<file path="src/shared/colour_regs_pkg.sv">
// constants and types for the colour offset and gain register bank
`default_nettype none
package colour_regs_pkg;
    localparam int NUM_COLOURS = 3;
    localparam int REG_W = 8;
    // word indices; byte address is four times the index
    localparam logic [5:0] TEST_CONTROL_IDX = 6'h00;
    localparam logic [5:0] SETUP_IDX = 6'h01;
    localparam logic [5:0] OFFSET_RED_IDX = 6'h02;
    localparam logic [5:0] OFFSET_BCAST_IDX = 6'h05;
    localparam logic [5:0] GAIN_RED_IDX = 6'h06;
    localparam logic [5:0] GAIN_BCAST_IDX = 6'h09;
    localparam logic [5:0] STATUS_IDX = 6'h0A;
    // field positions
    localparam int CLOCK_TEST_BIT = 7;
    localparam int COLOUR_SEL_LSB = 4;
    localparam int STATUS_GAIN_LSB = 8;
    // reset values
    localparam logic [7:0] TEST_CONTROL_RESET = 8'h00;
    localparam logic [7:0] OFFSET_RESET = 8'h80;
    localparam logic [7:0] GAIN_RESET = 8'h00;
    // gain in thousandths: base + code * span / divisor
    localparam logic [20:0] GAIN_BASE_MILLI = 21'h00_030C;
    localparam logic [20:0] GAIN_SPAN_MILLI = 21'h00_1D92;
    localparam logic [20:0] GAIN_DIVISOR = 21'h00_00FF;
    localparam logic [1:0] RESP_OKAY = 2'h0;
    localparam logic [1:0] RESP_SLVERR = 2'h2;
    typedef enum logic [1:0] {
        COLOUR_RED = 2'h0,
        COLOUR_GREEN = 2'h1,
        COLOUR_BLUE = 2'h2,
        COLOUR_RESERVED = 2'h3
    } colour_t;
endpackage
`default_nettype wire

</file>
<file path="src/hw/colour_path_select.sv">
// picks the active colour's offset and gain and maps the gain code
`default_nettype none
module colour_path_select (
    // per-colour values
    input wire logic [7:0] offset_level [colour_regs_pkg::NUM_COLOURS],
    input wire logic [7:0] gain_code [colour_regs_pkg::NUM_COLOURS],
    // selection
    input wire colour_regs_pkg::colour_t colour_select,
    // chosen path settings
    output logic [7:0] sel_offset,
    output logic [7:0] sel_gain,
    output logic [13:0] sel_gain_milli
);
    import colour_regs_pkg::*;

    logic [1:0] idx;
    logic [20:0] product;

    // reserved code falls back to red so the path is always defined
    always_comb begin
        if (colour_select == COLOUR_RESERVED) begin
            idx = 2'h0;
        end else begin
            idx = colour_select;
        end
    end

    assign sel_offset = offset_level[idx];
    assign sel_gain = gain_code[idx];

    // same linear map for every colour
    assign product = {13'h0000, sel_gain} * GAIN_SPAN_MILLI;
    assign sel_gain_milli = 14'(GAIN_BASE_MILLI + product / GAIN_DIVISOR);
endmodule // colour_path_select
`default_nettype wire

</file>
<file path="src/hw/colour_offset_gain_regs.sv">
// colour offset/gain register bank with clock-test output mux, AXI4-Lite slave
//
// Chosen here: the placing of the registers and the AXI4-Lite register port.
`default_nettype none
module colour_offset_gain_regs #(
    parameter int ADDR_W = 8
) (
    // clock and reset
    input wire logic aclk,
    input wire logic aresetn,
    // write address
    input wire logic [ADDR_W-1:0] s_axi_awaddr,
    input wire logic s_axi_awvalid,
    output logic s_axi_awready,
    // write data
    input wire logic [31:0] s_axi_wdata,
    input wire logic [3:0] s_axi_wstrb,
    input wire logic s_axi_wvalid,
    output logic s_axi_wready,
    // write response
    output logic [1:0] s_axi_bresp,
    output logic s_axi_bvalid,
    input wire logic s_axi_bready,
    // read address
    input wire logic [ADDR_W-1:0] s_axi_araddr,
    input wire logic s_axi_arvalid,
    output logic s_axi_arready,
    // read data
    output logic [31:0] s_axi_rdata,
    output logic [1:0] s_axi_rresp,
    output logic s_axi_rvalid,
    input wire logic s_axi_rready,
    // converter data and internal strobes, same clock
    input wire logic [3:0] adc_nibble,
    input wire logic internal_sample_pulse,
    input wire logic video_sample_clock,
    input wire logic converter_clock,
    input wire logic reset_sample_clock,
    // output pins and signal path settings
    output logic [3:0] output_nibble,
    output logic [7:0] applied_offset,
    output logic [7:0] applied_gain,
    output logic [13:0] applied_gain_milli
);
    import colour_regs_pkg::*;

    if (ADDR_W < 8) begin : g_addr_check
        $error("ADDR_W must be at least 8");
    end

    logic [7:0] test_control;
    colour_t colour_select;
    logic [7:0] offset_level [NUM_COLOURS];
    logic [7:0] gain_code [NUM_COLOURS];
    logic [5:0] wr_idx;
    logic [31:0] wr_data;
    logic wr_strb0;
    logic wr_fire;
    logic [5:0] rd_idx;
    logic [31:0] next_rdata;
    logic [1:0] next_rresp;
    logic [1:0] next_bresp;
    logic [7:0] sel_offset;
    logic [7:0] sel_gain;
    logic [13:0] sel_gain_milli;

    function automatic logic [5:0] colour_idx(input logic [5:0] base, input int c);
        colour_idx = base + 6'(c);
    endfunction

    function automatic logic is_mapped(input logic [5:0] idx);
        is_mapped = (idx <= STATUS_IDX);
    endfunction

    // ---------------- write channel ----------------
    // each channel is taken once and held until the response is accepted
    always_ff @(posedge aclk) begin
        if (!aresetn) begin
            s_axi_awready <= 1'b1;
            wr_idx <= 6'h00;
        end else if (s_axi_awvalid && s_axi_awready) begin
            s_axi_awready <= 1'b0;
            wr_idx <= s_axi_awaddr[7:2];
        end else if (s_axi_bvalid && s_axi_bready) begin
            s_axi_awready <= 1'b1;
        end
    end

    always_ff @(posedge aclk) begin
        if (!aresetn) begin
            s_axi_wready <= 1'b1;
            wr_data <= 32'h0000_0000;
            wr_strb0 <= 1'b0;
        end else if (s_axi_wvalid && s_axi_wready) begin
            s_axi_wready <= 1'b0;
            wr_data <= s_axi_wdata;
            wr_strb0 <= s_axi_wstrb[0];
        end else if (s_axi_bvalid && s_axi_bready) begin
            s_axi_wready <= 1'b1;
        end
    end

    assign wr_fire = !s_axi_awready && !s_axi_wready && !s_axi_bvalid;

    // broadcast and status locations are read-only or write-only, not errors
    always_comb begin
        if (is_mapped(wr_idx)) begin
            next_bresp = RESP_OKAY;
        end else begin
            next_bresp = RESP_SLVERR;
        end
    end

    always_ff @(posedge aclk) begin
        if (!aresetn) begin
            s_axi_bvalid <= 1'b0;
            s_axi_bresp <= RESP_OKAY;
        end else if (wr_fire) begin
            s_axi_bvalid <= 1'b1;
            s_axi_bresp <= next_bresp;
        end else if (s_axi_bready) begin
            s_axi_bvalid <= 1'b0;
        end
    end

    // ---------------- registers ----------------
    always_ff @(posedge aclk) begin
        if (!aresetn) begin
            test_control <= TEST_CONTROL_RESET;
        end else if (wr_fire && wr_strb0 && wr_idx == TEST_CONTROL_IDX) begin
            test_control <= wr_data[7:0];
        end
    end

    always_ff @(posedge aclk) begin
        if (!aresetn) begin
            colour_select <= COLOUR_RED;
        end else if (wr_fire && wr_strb0 && wr_idx == SETUP_IDX) begin
            colour_select <= colour_t'(wr_data[COLOUR_SEL_LSB +: 2]);
        end
    end

    for (genvar c = 0; c < NUM_COLOURS; c++) begin : g_colour
        always_ff @(posedge aclk) begin
            if (!aresetn) begin
                offset_level[c] <= OFFSET_RESET;
            end else if (wr_fire && wr_strb0 && (wr_idx == OFFSET_BCAST_IDX
                    || wr_idx == colour_idx(OFFSET_RED_IDX, c))) begin
                offset_level[c] <= wr_data[7:0];
            end
        end

        always_ff @(posedge aclk) begin
            if (!aresetn) begin
                gain_code[c] <= GAIN_RESET;
            end else if (wr_fire && wr_strb0 && (wr_idx == GAIN_BCAST_IDX
                    || wr_idx == colour_idx(GAIN_RED_IDX, c))) begin
                gain_code[c] <= wr_data[7:0];
            end
        end
    end

    // ---------------- read channel ----------------
    assign rd_idx = s_axi_araddr[7:2];

    // reads have no side effects; broadcast locations read as zero
    always_comb begin
        next_rdata = 32'h0000_0000;
        next_rresp = RESP_OKAY;
        if (rd_idx == TEST_CONTROL_IDX) begin
            next_rdata[7:0] = test_control;
        end else if (rd_idx == SETUP_IDX) begin
            next_rdata[COLOUR_SEL_LSB +: 2] = colour_select;
        end else if (rd_idx >= OFFSET_RED_IDX && rd_idx < OFFSET_BCAST_IDX) begin
            next_rdata[7:0] = offset_level[2'(rd_idx - OFFSET_RED_IDX)];
        end else if (rd_idx >= GAIN_RED_IDX && rd_idx < GAIN_BCAST_IDX) begin
            next_rdata[7:0] = gain_code[2'(rd_idx - GAIN_RED_IDX)];
        end else if (rd_idx == STATUS_IDX) begin
            next_rdata[7:0] = applied_offset;
            next_rdata[STATUS_GAIN_LSB +: 8] = applied_gain;
        end else if (rd_idx == OFFSET_BCAST_IDX || rd_idx == GAIN_BCAST_IDX) begin
            next_rdata = 32'h0000_0000;
        end else begin
            next_rresp = RESP_SLVERR;
        end
    end

    always_ff @(posedge aclk) begin
        if (!aresetn) begin
            s_axi_arready <= 1'b1;
            s_axi_rvalid <= 1'b0;
            s_axi_rdata <= 32'h0000_0000;
            s_axi_rresp <= RESP_OKAY;
        end else if (s_axi_arvalid && s_axi_arready) begin
            s_axi_arready <= 1'b0;
            s_axi_rvalid <= 1'b1;
            s_axi_rdata <= next_rdata;
            s_axi_rresp <= next_rresp;
        end else if (s_axi_rvalid && s_axi_rready) begin
            s_axi_arready <= 1'b1;
            s_axi_rvalid <= 1'b0;
        end
    end

    // ---------------- signal path ----------------
    colour_path_select u_select (
        .offset_level(offset_level),
        .gain_code(gain_code),
        .colour_select(colour_select),
        .sel_offset(sel_offset),
        .sel_gain(sel_gain),
        .sel_gain_milli(sel_gain_milli)
    );

    // registered so the analogue settings never see a decode glitch
    always_ff @(posedge aclk) begin
        if (!aresetn) begin
            applied_offset <= OFFSET_RESET;
            applied_gain <= GAIN_RESET;
            applied_gain_milli <= 14'(GAIN_BASE_MILLI);
        end else begin
            applied_offset <= sel_offset;
            applied_gain <= sel_gain;
            applied_gain_milli <= sel_gain_milli;
        end
    end

    always_ff @(posedge aclk) begin
        if (!aresetn) begin
            output_nibble <= 4'h0;
        end else if (test_control[CLOCK_TEST_BIT]) begin
            output_nibble <= {internal_sample_pulse, video_sample_clock,
                converter_clock, reset_sample_clock};
        end else begin
            output_nibble <= adc_nibble;
        end
    end

    // ---------------- checks ----------------
    nibble_normal_a: assert property (@(posedge aclk) disable iff (!aresetn)
        !test_control[CLOCK_TEST_BIT] |=> output_nibble == $past(adc_nibble))
        else $error("output nibble not carrying converter data");

    nibble_test_a: assert property (@(posedge aclk) disable iff (!aresetn)
        test_control[CLOCK_TEST_BIT] |=> output_nibble == {$past(internal_sample_pulse),
            $past(video_sample_clock), $past(converter_clock), $past(reset_sample_clock)})
        else $error("output nibble not carrying internal strobes");

    test_reset_a: assert property (@(posedge aclk)
        !aresetn ##1 aresetn |-> test_control == 8'h00
            ##1 output_nibble == $past(adc_nibble))
        else $error("test control not cleared by reset");

    offset_reset_a: assert property (@(posedge aclk)
        !aresetn |=> offset_level[0] == 8'h80 && offset_level[1] == 8'h80
            && offset_level[2] == 8'h80 && gain_code[0] == 8'h00)
        else $error("offset or gain reset value wrong");

    offset_follow_a: assert property (@(posedge aclk) disable iff (!aresetn)
        colour_select == COLOUR_GREEN |=> applied_offset == $past(offset_level[1]))
        else $error("applied offset not from selected colour");

    offset_broadcast_a: assert property (@(posedge aclk) disable iff (!aresetn)
        wr_fire && wr_strb0 && wr_idx == OFFSET_BCAST_IDX |=>
            offset_level[0] == $past(wr_data[7:0]) && offset_level[1] == $past(wr_data[7:0])
            && offset_level[2] == $past(wr_data[7:0]))
        else $error("broadcast offset write missed a colour");

    gain_select_a: assert property (@(posedge aclk) disable iff (!aresetn)
        colour_select == COLOUR_BLUE ##1 colour_select == COLOUR_BLUE
            |=> applied_gain == $past(gain_code[2]))
        else $error("applied gain not from selected colour");

    gain_map_a: assert property (@(posedge aclk) disable iff (!aresetn)
        (applied_gain == 8'hFF |-> applied_gain_milli == 14'h209E)
        and (applied_gain == 8'h00 |-> applied_gain_milli == 14'h030C))
        else $error("gain mapping endpoints wrong");

    colour_reset_a: assert property (@(posedge aclk)
        !aresetn |=> colour_select == COLOUR_RED)
        else $error("colour select not red after reset");

    gain_broadcast_a: assert property (@(posedge aclk) disable iff (!aresetn)
        wr_fire && wr_strb0 && wr_idx == GAIN_BCAST_IDX |=>
            gain_code[0] == $past(wr_data[7:0]) && gain_code[2] == $past(wr_data[7:0])
            && gain_code[1] == $past(wr_data[7:0]))
        else $error("broadcast gain write missed a colour");

    bcast_read_a: assert property (@(posedge aclk) disable iff (!aresetn)
        s_axi_arvalid && s_axi_arready && !wr_fire
            && (rd_idx == OFFSET_BCAST_IDX || rd_idx == GAIN_BCAST_IDX)
            |=> s_axi_rvalid && s_axi_rdata == 32'h0000_0000 && $stable(offset_level[0])
            && $stable(gain_code[0]))
        else $error("broadcast read not zero or disturbed a register");

    reserved_red_a: assert property (@(posedge aclk) disable iff (!aresetn)
        colour_select == COLOUR_RESERVED |=> applied_offset == $past(offset_level[0])
            && applied_gain == $past(gain_code[0]))
        else $error("reserved colour did not apply red values");

    offset_red_a: assert property (@(posedge aclk) disable iff (!aresetn)
        colour_select == COLOUR_RED |=> applied_offset == $past(offset_level[0]))
        else $error("applied offset not from red");

    offset_blue_a: assert property (@(posedge aclk) disable iff (!aresetn)
        colour_select == COLOUR_BLUE |=> applied_offset == $past(offset_level[2]))
        else $error("applied offset not from blue");

    gain_red_a: assert property (@(posedge aclk) disable iff (!aresetn)
        colour_select == COLOUR_RED |=> applied_gain == $past(gain_code[0]))
        else $error("applied gain not from red");

    gain_green_a: assert property (@(posedge aclk) disable iff (!aresetn)
        colour_select == COLOUR_GREEN |=> applied_gain == $past(gain_code[1]))
        else $error("applied gain not from green");

    gain_reset_a: assert property (@(posedge aclk)
        !aresetn |=> gain_code[1] == 8'h00 && gain_code[2] == 8'h00
            && applied_gain == 8'h00)
        else $error("gain codes not cleared by reset");

    select_write_a: assert property (@(posedge aclk) disable iff (!aresetn)
        wr_fire && wr_strb0 && wr_idx == SETUP_IDX
            |=> colour_select == $past(wr_data[COLOUR_SEL_LSB +: 2]))
        else $error("colour select not loaded from setup write");

    lane_guard_a: assert property (@(posedge aclk) disable iff (!aresetn)
        wr_fire && !wr_strb0 |=> $stable(offset_level[0]) && $stable(gain_code[0])
            && $stable(test_control))
        else $error("write with low lane off changed a register");

    mode_switch_a: assert property (@(posedge aclk) disable iff (!aresetn)
        wr_fire && wr_strb0 && wr_idx == TEST_CONTROL_IDX
            |=> test_control[CLOCK_TEST_BIT] == $past(wr_data[CLOCK_TEST_BIT]))
        else $error("clock test bit not taken from bit 7");

endmodule // colour_offset_gain_regs
`default_nettype wire

</file>
<file path="config.mk">
export PLATFORM = sky130hd
export DESIGN_NAME = colour_offset_gain_regs
export DESIGN_NICKNAME = d
export VERILOG_FILES = /design/src/shared/colour_regs_pkg.sv /design/src/hw/colour_path_select.sv /design/src/hw/colour_offset_gain_regs.sv
export SDC_FILE = /design/constraint.sdc
export NUM_CORES = 1
export LEC_CHECK = 0
export BUFFER_PORTS_ARGS = -buffer_cell sky130_fd_sc_hd__buf_2
export CORE_ASPECT_RATIO = 0.8
export CORE_MARGIN = 3
export CORE_UTILIZATION = 30
export CTS_CLUSTER_SIZE = 14
export DETAILED_ROUTE_END_ITERATION = 7
export PLACE_DENSITY = 0.44
export SETUP_SLACK_MARGIN = 0.1
export SLEW_MARGIN = 0
export SYNTH_ARGS = -nofsm -noshare
export SYNTH_HDL_FRONTEND = slang
export SYNTH_SLANG_ARGS = --single-unit
export TNS_END_PERCENT = 1
</file>
<file path="constraint.sdc">
create_clock -name aclk -period 14.1 [get_ports aclk]
set_input_delay 2.115 -clock aclk [delete_from_list [all_inputs] [get_ports aclk]]
set_output_delay 2.115 -clock aclk [all_outputs]
set_load 0.03 [all_outputs]
</file>
# After elaboration in Yosys (flattened, before gate mapping)
# Cells that the tools add are included.
# Widths: inputs -> output; s select.
# word_totals
reg_bits	148
wordCells	133
out_inout_bits	75
# classes
n_eq_ne	14
n_lt_le_gt_ge	8
multipliers	1
n_reduce_logical	34
n_mux	46
bitwise	3
n_addsub	3
n_div	1
# op_table
op	n
$mux 32	5
$mux 8	11
$mux 24	3
$bmux 8 s2	4
$mux 16	2
$eq 6x3->1 const B	5
$mux 26	1
$eq 6x4->1 const B	4
$div 21x8->21 const B	1
$mul 8x12->20 const B	1
$logic_and 1x1->1	18
$mux 2	9
$add 10x14->14 const A	1
$eq 6x1->1 const B	2
$eq 6x2->1 const B	2
$logic_not 6->1	2
$ge 3x3->1 const B	3
$mux 1	9
$not 2->3	3
$mux 4	2
$reduce_bool 2->1	4
$logic_or 1x1->1	7
$ge 6x2->1 const B	1
$ge 6x3->1 const B	1
6 further kinds	9

# Depth between registers and ports, before layout
# Gate-level depths: netlist of the first run.
# depth
depth_word	11
mapped_depth	54
ltp_nobuf	47

# Modules after synthesis
# Synthesis of the first run repeated with hierarchy kept, for this count alone.
# unflattened
hier_cells	1770
hier_area_um2	14152.3
# modules_own_cells
mod	cells_per_inst	instances	area_each_um2	seq_area_each_um2
colour_path_select	1196	1	8664.6	0.0
colour_offset_gain_regs	574	1	5487.8	2602.5

# Least setup slack after synthesis of the first run
# Ideal clock, no wire load.
# synth_path
path_kind	flip-flop to flip-flop
from	register colour_select[0]
to	register applied_gain_milli[12]
synth_period_minus_slack_ps	12822
setup_slack_ps	1278
t_required_ps	13972
path_buffers	5
setup_time_ps	128
arrival_ps	12694
stages_incl_launch_ff	50
path_cell_list	dfxtp_1 -> clkbuf_1 -> clkbuf_1 -> clkbuf_1 -> mux2i_1 -> a21oi_1 -> ha_1 -> xnor2_1 -> fa_1 -> inv_1 -> fa_1 -> inv_1 -> fa_1 -> inv_1 -> ha_1 -> a21oi_1 -> o21ai_1 -> a32o_1 -> [14 not listed] -> buf_2 -> nand2_1 -> mux2i_1 -> nand3_1 -> o21ai_2 -> a221o_1 -> and4b_1 -> or4_4 -> a22o_4 -> or4_4 -> or4_4 -> and2_1 -> ha_1 -> nor3b_1 -> nor2_1 -> nor2_1 -> xnor2_1 -> nor2_1
# synth_between
elab_chain_cells	9
# synth_lines
element	line_no	source
start: declaration	colour_offset_gain_regs.sv:52	colour_t colour_select;
start signal: assignment	colour_offset_gain_regs.sv:139	colour_select <= colour_t'(wr_data[COLOUR_SEL_LSB +: 2]);
$eq 2x2->1	colour_path_select.sv:21	if (colour_select == COLOUR_RESERVED) begin
$mux 2 (*)	colour_path_select.sv:21	
$not 2->3 (not written as such) (*)	colour_path_select.sv:29	assign sel_gain = gain_code[idx];
$bmux 8 s2 (*)	colour_path_select.sv:29	
$mux 8 (not written as such) (*) (2 in series)	colour_path_select.sv:29	
$mul 8x12->20 (*)	colour_path_select.sv:32	assign product = {13'h0000, sel_gain} * GAIN_SPAN_MILLI;
$div 21x8->21 (*)	colour_path_select.sv:33	assign sel_gain_milli = 14'(GAIN_BASE_MILLI + product / GAIN_DIVISOR);
$add 10x14->14 (*)	colour_path_select.sv:33	
end signal: assignment	colour_offset_gain_regs.sv:220	applied_gain_milli <= 14'(GAIN_BASE_MILLI);
end signal: assignment	colour_offset_gain_regs.sv:224	applied_gain_milli <= sel_gain_milli;
end: declaration	colour_offset_gain_regs.sv:43	output logic [13:0] applied_gain_milli
# Mark *: on every way between the ends. The rest lies on a longest branch, timed or not. The select of a mux whose other input is x is not followed.
# A chain may end at the register's enable or synchronous reset.

# Worst setup path in the final report of the first run
# layout_path
from	register colour_select[0]
to	register applied_gain_milli[12]
# layout_between
elab_chain_cells	9
# layout_lines
element	line_no	source
$eq 2x2->1	colour_path_select.sv:21	
$mux 2 (*)	colour_path_select.sv:21	
$not 2->3 (not written as such) (*)	colour_path_select.sv:29	
$bmux 8 s2 (*)	colour_path_select.sv:29	
$mux 8 (not written as such) (*) (2 in series)	colour_path_select.sv:29	
net sel_gain[4]	colour_offset_gain_regs.sv:64	logic [7:0] sel_gain;
$mul 8x12->20 (*)	colour_path_select.sv:32	
$div 21x8->21 (*)	colour_path_select.sv:33	
$add 10x14->14 (*)	colour_path_select.sv:33	
# The timed path passes the listed nets; every way through them passes the cells marked *. The select of a mux whose other input is x is not followed.

==> metrics.cfg, run 1 <==
[grt]
antenna_found_initial = 0
gr-total-overflow = 0
grt_pass1_wl_um = 58700
grt_max_degree = 95
grtUsageTotal = 0.180
grt_pass1_vias = 10100

[drt]
drt-pass1-iter-count = 5
wl_per_cell_um = 18.4
antenna_left = 0
vias_per_cell = 5.44
vias = 11000
wirelength_um = 37100
drt_iter0_drc = 988
drcViolationCount = 0

[sta]
final.setup.tns_ps = 0
setup_viol = 0
hold_viol_final = 0
period_needed_ps = 13290
finClkSkew_ps = 20.3
slew_violations = 0
clock.fmax_ghz = 0.0752
rsz0062_at_grt = false
worstMarginPinSlew_ps = 1050
worst_slew_margin_rel = 0.303
hold_slack_ps = 451
min_period_over_period = 0.943

[floorplan]
core_region_area_mm2 = 0.0373
die-area_mm2 = 0.0403
ios = 142
start_util = 0.305
rows = 63
chipWidth_um = 224
die_height_um = 180

[power_and_ir_drop]
internal_power_mw = 0.661
switchingPower_mw = 0.242
powerDensity_mw_per_mm2 = 67.4
p_comb_frac = 0.061
p_seq_frac = 0.423
power_mw = 0.903
swShare = 0.268
leakagePower_nw = 5.38
p_clk_frac = 0.516
peakVddDrop_mv = 0.111

[clocking]
numClockSinks = 130
clock_latency_ps = 440
cts_tree = yes
clk_pin_slew_ps = 80
htree_levels = 4
clock_path_buffers = 2
clockRootBuffer = clkbuf_16
numCtsBuffers = 17

[setup_path]
worstPathArrival_ps = 13630
crit_top_cell = or4_4
r2r-start = colour_select[0]$_SDFFE_PN0P_
critPathKind = flop to flop
cp-startpoint = colour_select[0]$_SDFFE_PN0P_
reg2reg_to = applied_gain_milli[12]$_SDFF_PN0_
critPathCaptureType = flop
start_kind = flop
rr_worst_depth = 47
rrSetupSlack_ps = 810
cp.required_ps = 14430
path_max_fanout = 19
slowest_delay_ps = 550
cp_slowest_cell = or3_1

[logic_synthesis]
synth_compound_area_frac = 0.259
synth-edff-count = 0
synthDistinctLibCells = 117
ys_seq_area_frac = 0.229
synthAdderAreaFrac = 0.0870
synth_area_mm2 = 0.0114
muxShareOfSynthArea = 0.0933
synth_flop_cell = dfxtp_1
synth_seq_cells = 130
syn-instance-count = 1415
async_flop_share = 0
synth_top_family_by_area = compound AO/OA/AOI/OAI gates
ys.warnings.count = 0
yosys.area_share.xor_xnor = 0.0324
syn_area_per_cell_um2 = 8.05
synthSimpleGateAreaFrac = 0.245

[run]
cap_violations = 0

[place]
port_buffers = 92
dp_hpwl_um = 28000
gp_congestion = 0.845

[min_path]
hp-start = wr_strb0$_SDFFE_PN0P_
min_to = wr_strb0$_SDFFE_PN0P_
hold_path.class = flop to flop
whs_path_depth = 2

[finish]
nets = 1653
syn2layout_area_growth_pct = 17.7
fill_cells = 3924
antenna_cells = 0
utilization = 0.360
layout-drive-gt1-share = 0.204

[status]
status = complete, no violations

-- cell usage after synthesis, drive strengths merged, types with 14 or more instances --
master / n / share of area
nand3: 50 / 0.023
fa: 19 / 0.033
nor2: 139 / 0.046
nor4: 18 / 0.015
mux2i: 100 / 0.089
nand2: 130 / 0.043
clkbuf: 56 / 0.018
a21oi: 95 / 0.043
nor3: 41 / 0.022
a31oi: 17 / 0.010
or3: 14 / 0.0090
dfxtp: 130 / 0.23
and2: 26 / 0.014
inv: 50 / 0.016
nor2b: 19 / 0.010
o21ai: 72 / 0.033
ha: 48 / 0.053
nand4: 20 / 0.014
xnor2: 22 / 0.018
a211oi: 38 / 0.027
buf: 36 / 0.019
a21o: 15 / 0.0099
xor2: 15 / 0.013
-- routing by layer --
layer,part of all wire,vias up,wire (um),track usage
li1,-,5447,-,-
met1,0.55,5266,20500,0.287
met2,0.40,248,14900,0.254
met3,0.038,22,1430,0.0269
met4,0.0089,0,329,0.0338
met5,0,-,0,0
-- placed cells by master, fill, tap and decap left out, drive strengths merged, types with 19 or more instances in the layout --
| cell | instances |
|---|---|
| inv | 53 |
| xnor2 | 22 |
| ha | 48 |
| o21ai | 72 |
| nor2 | 139 |
| dfxtp | 130 |
| a211oi | 38 |
| buf | 160 |
| nand4 | 20 |
| nand2 | 130 |
| a21oi | 95 |
| clkbuf | 19 |
| nand3 | 50 |
| nor3 | 41 |
| and2 | 26 |
| mux2i | 100 |
| fa | 19 |
| nor2b | 19 |
-- final cells by class --
| type | count | area, um2 | share of cell area |
|---|---|---|---|
| multi-input combinational | 1160 | 8430 | 0.629 |
| sequential | 130 | 2610 | 0.194 |
| timing repair buffer | 160 | 971 | 0.0724 |
| tap | 487 | 609 | 0.0455 |
| clock buffer | 19 | 453 | 0.0338 |
| inverter | 50 | 189 | 0.0141 |
| clock inverter | 13 | 149 | 0.0111 |
-- worst max path at each step --
| stage | cells past startpoint | slack [ps] | endpoint |
|---|---|---|---|
| global route | 46 | 70 | applied_gain_milli[12]$_SDFF_PN0_ |
| global placement | 45 | 60 | applied_gain_milli[12]$_SDFF_PN0_ |
| floorplan | 49 | 1280 | applied_gain_milli[12]$_SDFF_PN0_ |
| CTS | 45 | 100 | applied_gain_milli[12]$_SDFF_PN0_ |
| finish | 47 | 810 | applied_gain_milli[12]$_SDFF_PN0_ |
| detailed placement | 41 | 110 | applied_gain_milli[12]$_SDFF_PN0_ |
-- sequential cells by signal (all words and copies together), names as in the netlist --
signal / count
offset_level: 24
applied_gain_milli: 14
gain_code: 24
wr_data: 8
output_nibble: 4
applied_offset: 8
s_axi_rvalid: 1
s_axi_bvalid: 1
s_axi_awready: 1
s_axi_rresp: 1
wr_idx: 6
s_axi_bresp: 1
s_axi_rdata: 16
applied_gain: 8
s_axi_arready: 1
wr_strb0: 1
test_control: 8
s_axi_wready: 1
colour_select: 2
-- worst max-delay path, delay by kind of cell, from the launching register on --
| family | cells | cell delay (ps) |
|---|---|---|
| compound gates | 15 | 4010 |
| xor+xnor | 2 | 310 |
| fa+ha+maj | 6 | 2560 |
| buf+inv | 5 | 490 |
| flops | 1 | 490 |
| mux | 1 | 340 |
| simple gates | 18 | 4960 |
-- power groups by stage --
stage / Sequential, mW / Combinational [mW] / Clock [mW]
finish: 0.382 / 0.0553 / 0.466
global route: 0.383 / 0.0603 / 0.495
CTS: 0.382 / 0.0554 / 0.480
detailed placement: 0.390 / 0.0553 / 0
global placement: 0.390 / 0.0552 / 0
floorplan: 0.391 / 0.0380 / 0
-- timing repair --
action                     4_1_cts  5_1_grt
hold buffers                     0        0
setup endpoints to repair        1       13
pin swaps                        1        7
buffers inserted                 0        5
resized for setup                2       34
-- per-stage QoR --
| step | setup slack, ps | instances | instance area (um2) |
|---|---|---|---|
| floorplan | 1280 | 1432 | 11400 |
| global placement | 60.7 | 1982 | 12600 |
| detailed placement | 106 | 1982 | 12600 |
| CTS | 102 | 2014 | 13200 |
| global route | 72.4 | 2019 | 13400 |
| finish | 805 | 2019 | 13400 |
-- cell families (layout without fill, tap and decap cells) --
group | Yosys count | after routing
buf+inv | 142 | 242
other cells | 1 | 18
mux | 104 | 104
flops | 130 | 130
simple gates | 528 | 528
compound gates | 404 | 404
fa+ha+maj | 68 | 68
xor+xnor | 38 | 38
Note: power is estimated with default switching activity, not from simulation.
==> run 2, diff against run 1 <==
- PLACE_DENSITY: 0.44 -> 0.55
==> run 2 against run 1 <==
  * Clock power down 4.3%
  * Worst setup slack improved by 74 ps
  * Global-route usage fell by 1.1 points
  * Flip-flop and latch count unchanged
  * Largest power group unchanged
  * First-iteration DRC count up 0.40%
  * Cell area fell by 0.77%
  * Via count grew 1.7%
  * Combinational power about the same
==> metrics.cfg, run 2 (synthesis results as in run 1) <==
[sta]
finClkSkew_ps = 21.1
setup_viol = 0
slew_violations = 0
min_period_over_period = 0.938
period_needed_ps = 13220
final.setup.tns_ps = 0
fin_ws_ps = 879
rsz0062_at_grt = false
hold_slack_ps = 449
worst_slew_margin_rel = 0.312
worstMarginPinSlew_ps = 1030
hold_viol_final = 0
clock.fmax_ghz = 0.0756

[grt]
grt_max_degree = 95
grt_pass1_vias = 10300
antenna_found_initial = 0
grtUsageTotal = 0.169
grt_pass1_wl_um = 56300
gr-total-overflow = 0

[min_path]
hold_path.class = flop to flop
whs_path_depth = 2

[clocking]
clock_path_buffers = 2
cts_tree = yes
numCtsBuffers = 17
cts-hold-fix-buffers = 0
clk_pin_slew_ps = 80
clockRootBuffer = clkbuf_16
numClockSinks = 130
clock_latency_ps = 440
htree_levels = 4

[finish]
layout-drive-gt1-share = 0.198
syn2layout_area_growth_pct = 16.8
fill_cells = 3860
nets = 1643
antenna_cells = 0
top_regs = gain_code (24), offset_level (24), s_axi_rdata (16)
final_common_cell = nor2_1
layout_common_cells = nor2_1 (135), dfxtp_1 (129), nand2_1 (127), mux2i_1 (98), buf_2 (92)

[setup_path]
critPathKind = flop to flop
r2r-start = colour_select[1]$_SDFFE_PN0P_
rr_worst_depth = 48
worst-path-buf-inv = 5
start_kind = flop
cp.depth = 48
critPathCaptureType = flop
reg2reg_to = applied_gain_milli[12]$_SDFF_PN0_
cp-startpoint = colour_select[1]$_SDFFE_PN0P_
path_max_fanout = 13
rrSetupSlack_ps = 880
crit_top_cell = nor2_1
cp_slowest_cell = or4_4
worstPathArrival_ps = 13560
cp.required_ps = 14440
endpoint = applied_gain_milli[12]$_SDFF_PN0_
crit_family = simple AND/OR/NAND/NOR gates
slowest_delay_ps = 680

[place]
gp_congestion = 0.909
dp_slack_ps = 181
port_buffers = 92
dp_hpwl_um = 26500

[floorplan]
die-area_mm2 = 0.0403
die_height_um = 180
start_util = 0.305
ios = 142
core_region_area_mm2 = 0.0373
rows = 63
chipWidth_um = 224

[power_and_ir_drop]
peakVddDrop_mv = 0.0930
power_mw = 0.882
p_comb_frac = 0.062
powerDensity_mw_per_mm2 = 66.3
swShare = 0.274
p_seq_frac = 0.433
leakagePower_nw = 5.33
switchingPower_mw = 0.242
p_clk_frac = 0.505
internal_power_mw = 0.641

[drt]
antenna_left = 0
drcViolationCount = 0
vias_per_cell = 5.56
drt-pass1-iter-count = 6
wl_per_cell_um = 17.6
drt_iter0_drc = 992
wirelength_um = 35300
vias = 11200

[status]
status = complete, no violations

[run]
cap_violations = 0

## run 2: per-layer routing
| layer | share of wire | global-route usage |
|---|---|---|
| met1 | 0.50 | 0.257 |
| met3 | 0.065 | 0.0277 |
| met5 | 0 | 0 |
| met2 | 0.42 | 0.250 |
| met4 | 0.014 | 0.0368 |
## run 2: worst min path at each step
stage / to / startpoint / slack [ps]
CTS: s_axi_rdata[8]$_SDFFE_PN0P_ / s_axi_rdata[8]$_SDFFE_PN0P_ / 450
global placement: s_axi_rdata[8]$_SDFFE_PN0P_ / s_axi_rdata[8]$_SDFFE_PN0P_ / 440
detailed placement: s_axi_rdata[8]$_SDFFE_PN0P_ / s_axi_rdata[8]$_SDFFE_PN0P_ / 440
floorplan: wr_strb0$_SDFFE_PN0P_ / wr_strb0$_SDFFE_PN0P_ / 430
finish: s_axi_rdata[8]$_SDFFE_PN0P_ / s_axi_rdata[8]$_SDFFE_PN0P_ / 450
global route: s_axi_rdata[8]$_SDFFE_PN0P_ / s_axi_rdata[8]$_SDFFE_PN0P_ / 460
## run 2: layout make-up
| type | instances | area, um2 | share of cell area |
|---|---|---|---|
| clock inverters | 14 | 143 | 0.0107 |
| well taps | 487 | 609 | 0.0458 |
| multi-input cells | 1160 | 8420 | 0.633 |
| repair buffers | 150 | 896 | 0.0673 |
| flip-flops and latches | 130 | 2610 | 0.196 |
| clock buffers | 18 | 439 | 0.0330 |
| inverters | 50 | 189 | 0.0142 |
## run 2: worst register-to-register path, delay by kind of cell (launching register included)
family          cells  cell delay (ps)
fa+ha+maj           6             2610
simple gates       23             5600
compound gates     12             3750
xor+xnor            2              290
buf+inv             5              380
flops               1              520
## run 2: repair_timing
item / in CTS / in global routing
setup endpoints to repair: 0 / 14
buffers inserted: 0 / 4
resized for setup: 0 / 35
## run 2: power by group through the flow
stage / Clock [mW] / Combinational [mW] / Sequential [mW]
after CTS: 0.455 / 0.0549 / 0.382
after detailed placement: 0 / 0.0548 / 0.390
after global routing: 0.471 / 0.0598 / 0.383
after global placement: 0 / 0.0541 / 0.390
after floorplan: 0 / 0.0380 / 0.391
final: 0.446 / 0.0551 / 0.382
## run 2: through the flow
| step | utilization | instance area (um2) | cells |
|---|---|---|---|
| 3_3_place_gp | 0.336 | 12500 | 1973 |
| 4_1_cts | 0.351 | 13100 | 2005 |
| 2_1_floorplan | - | 11400 | 1432 |
| 3_5_place_dp | 0.336 | 12500 | 1973 |
| 6_report | 0.357 | 13300 | 2009 |
| 5_1_grt | 0.357 | 13300 | 2009 |
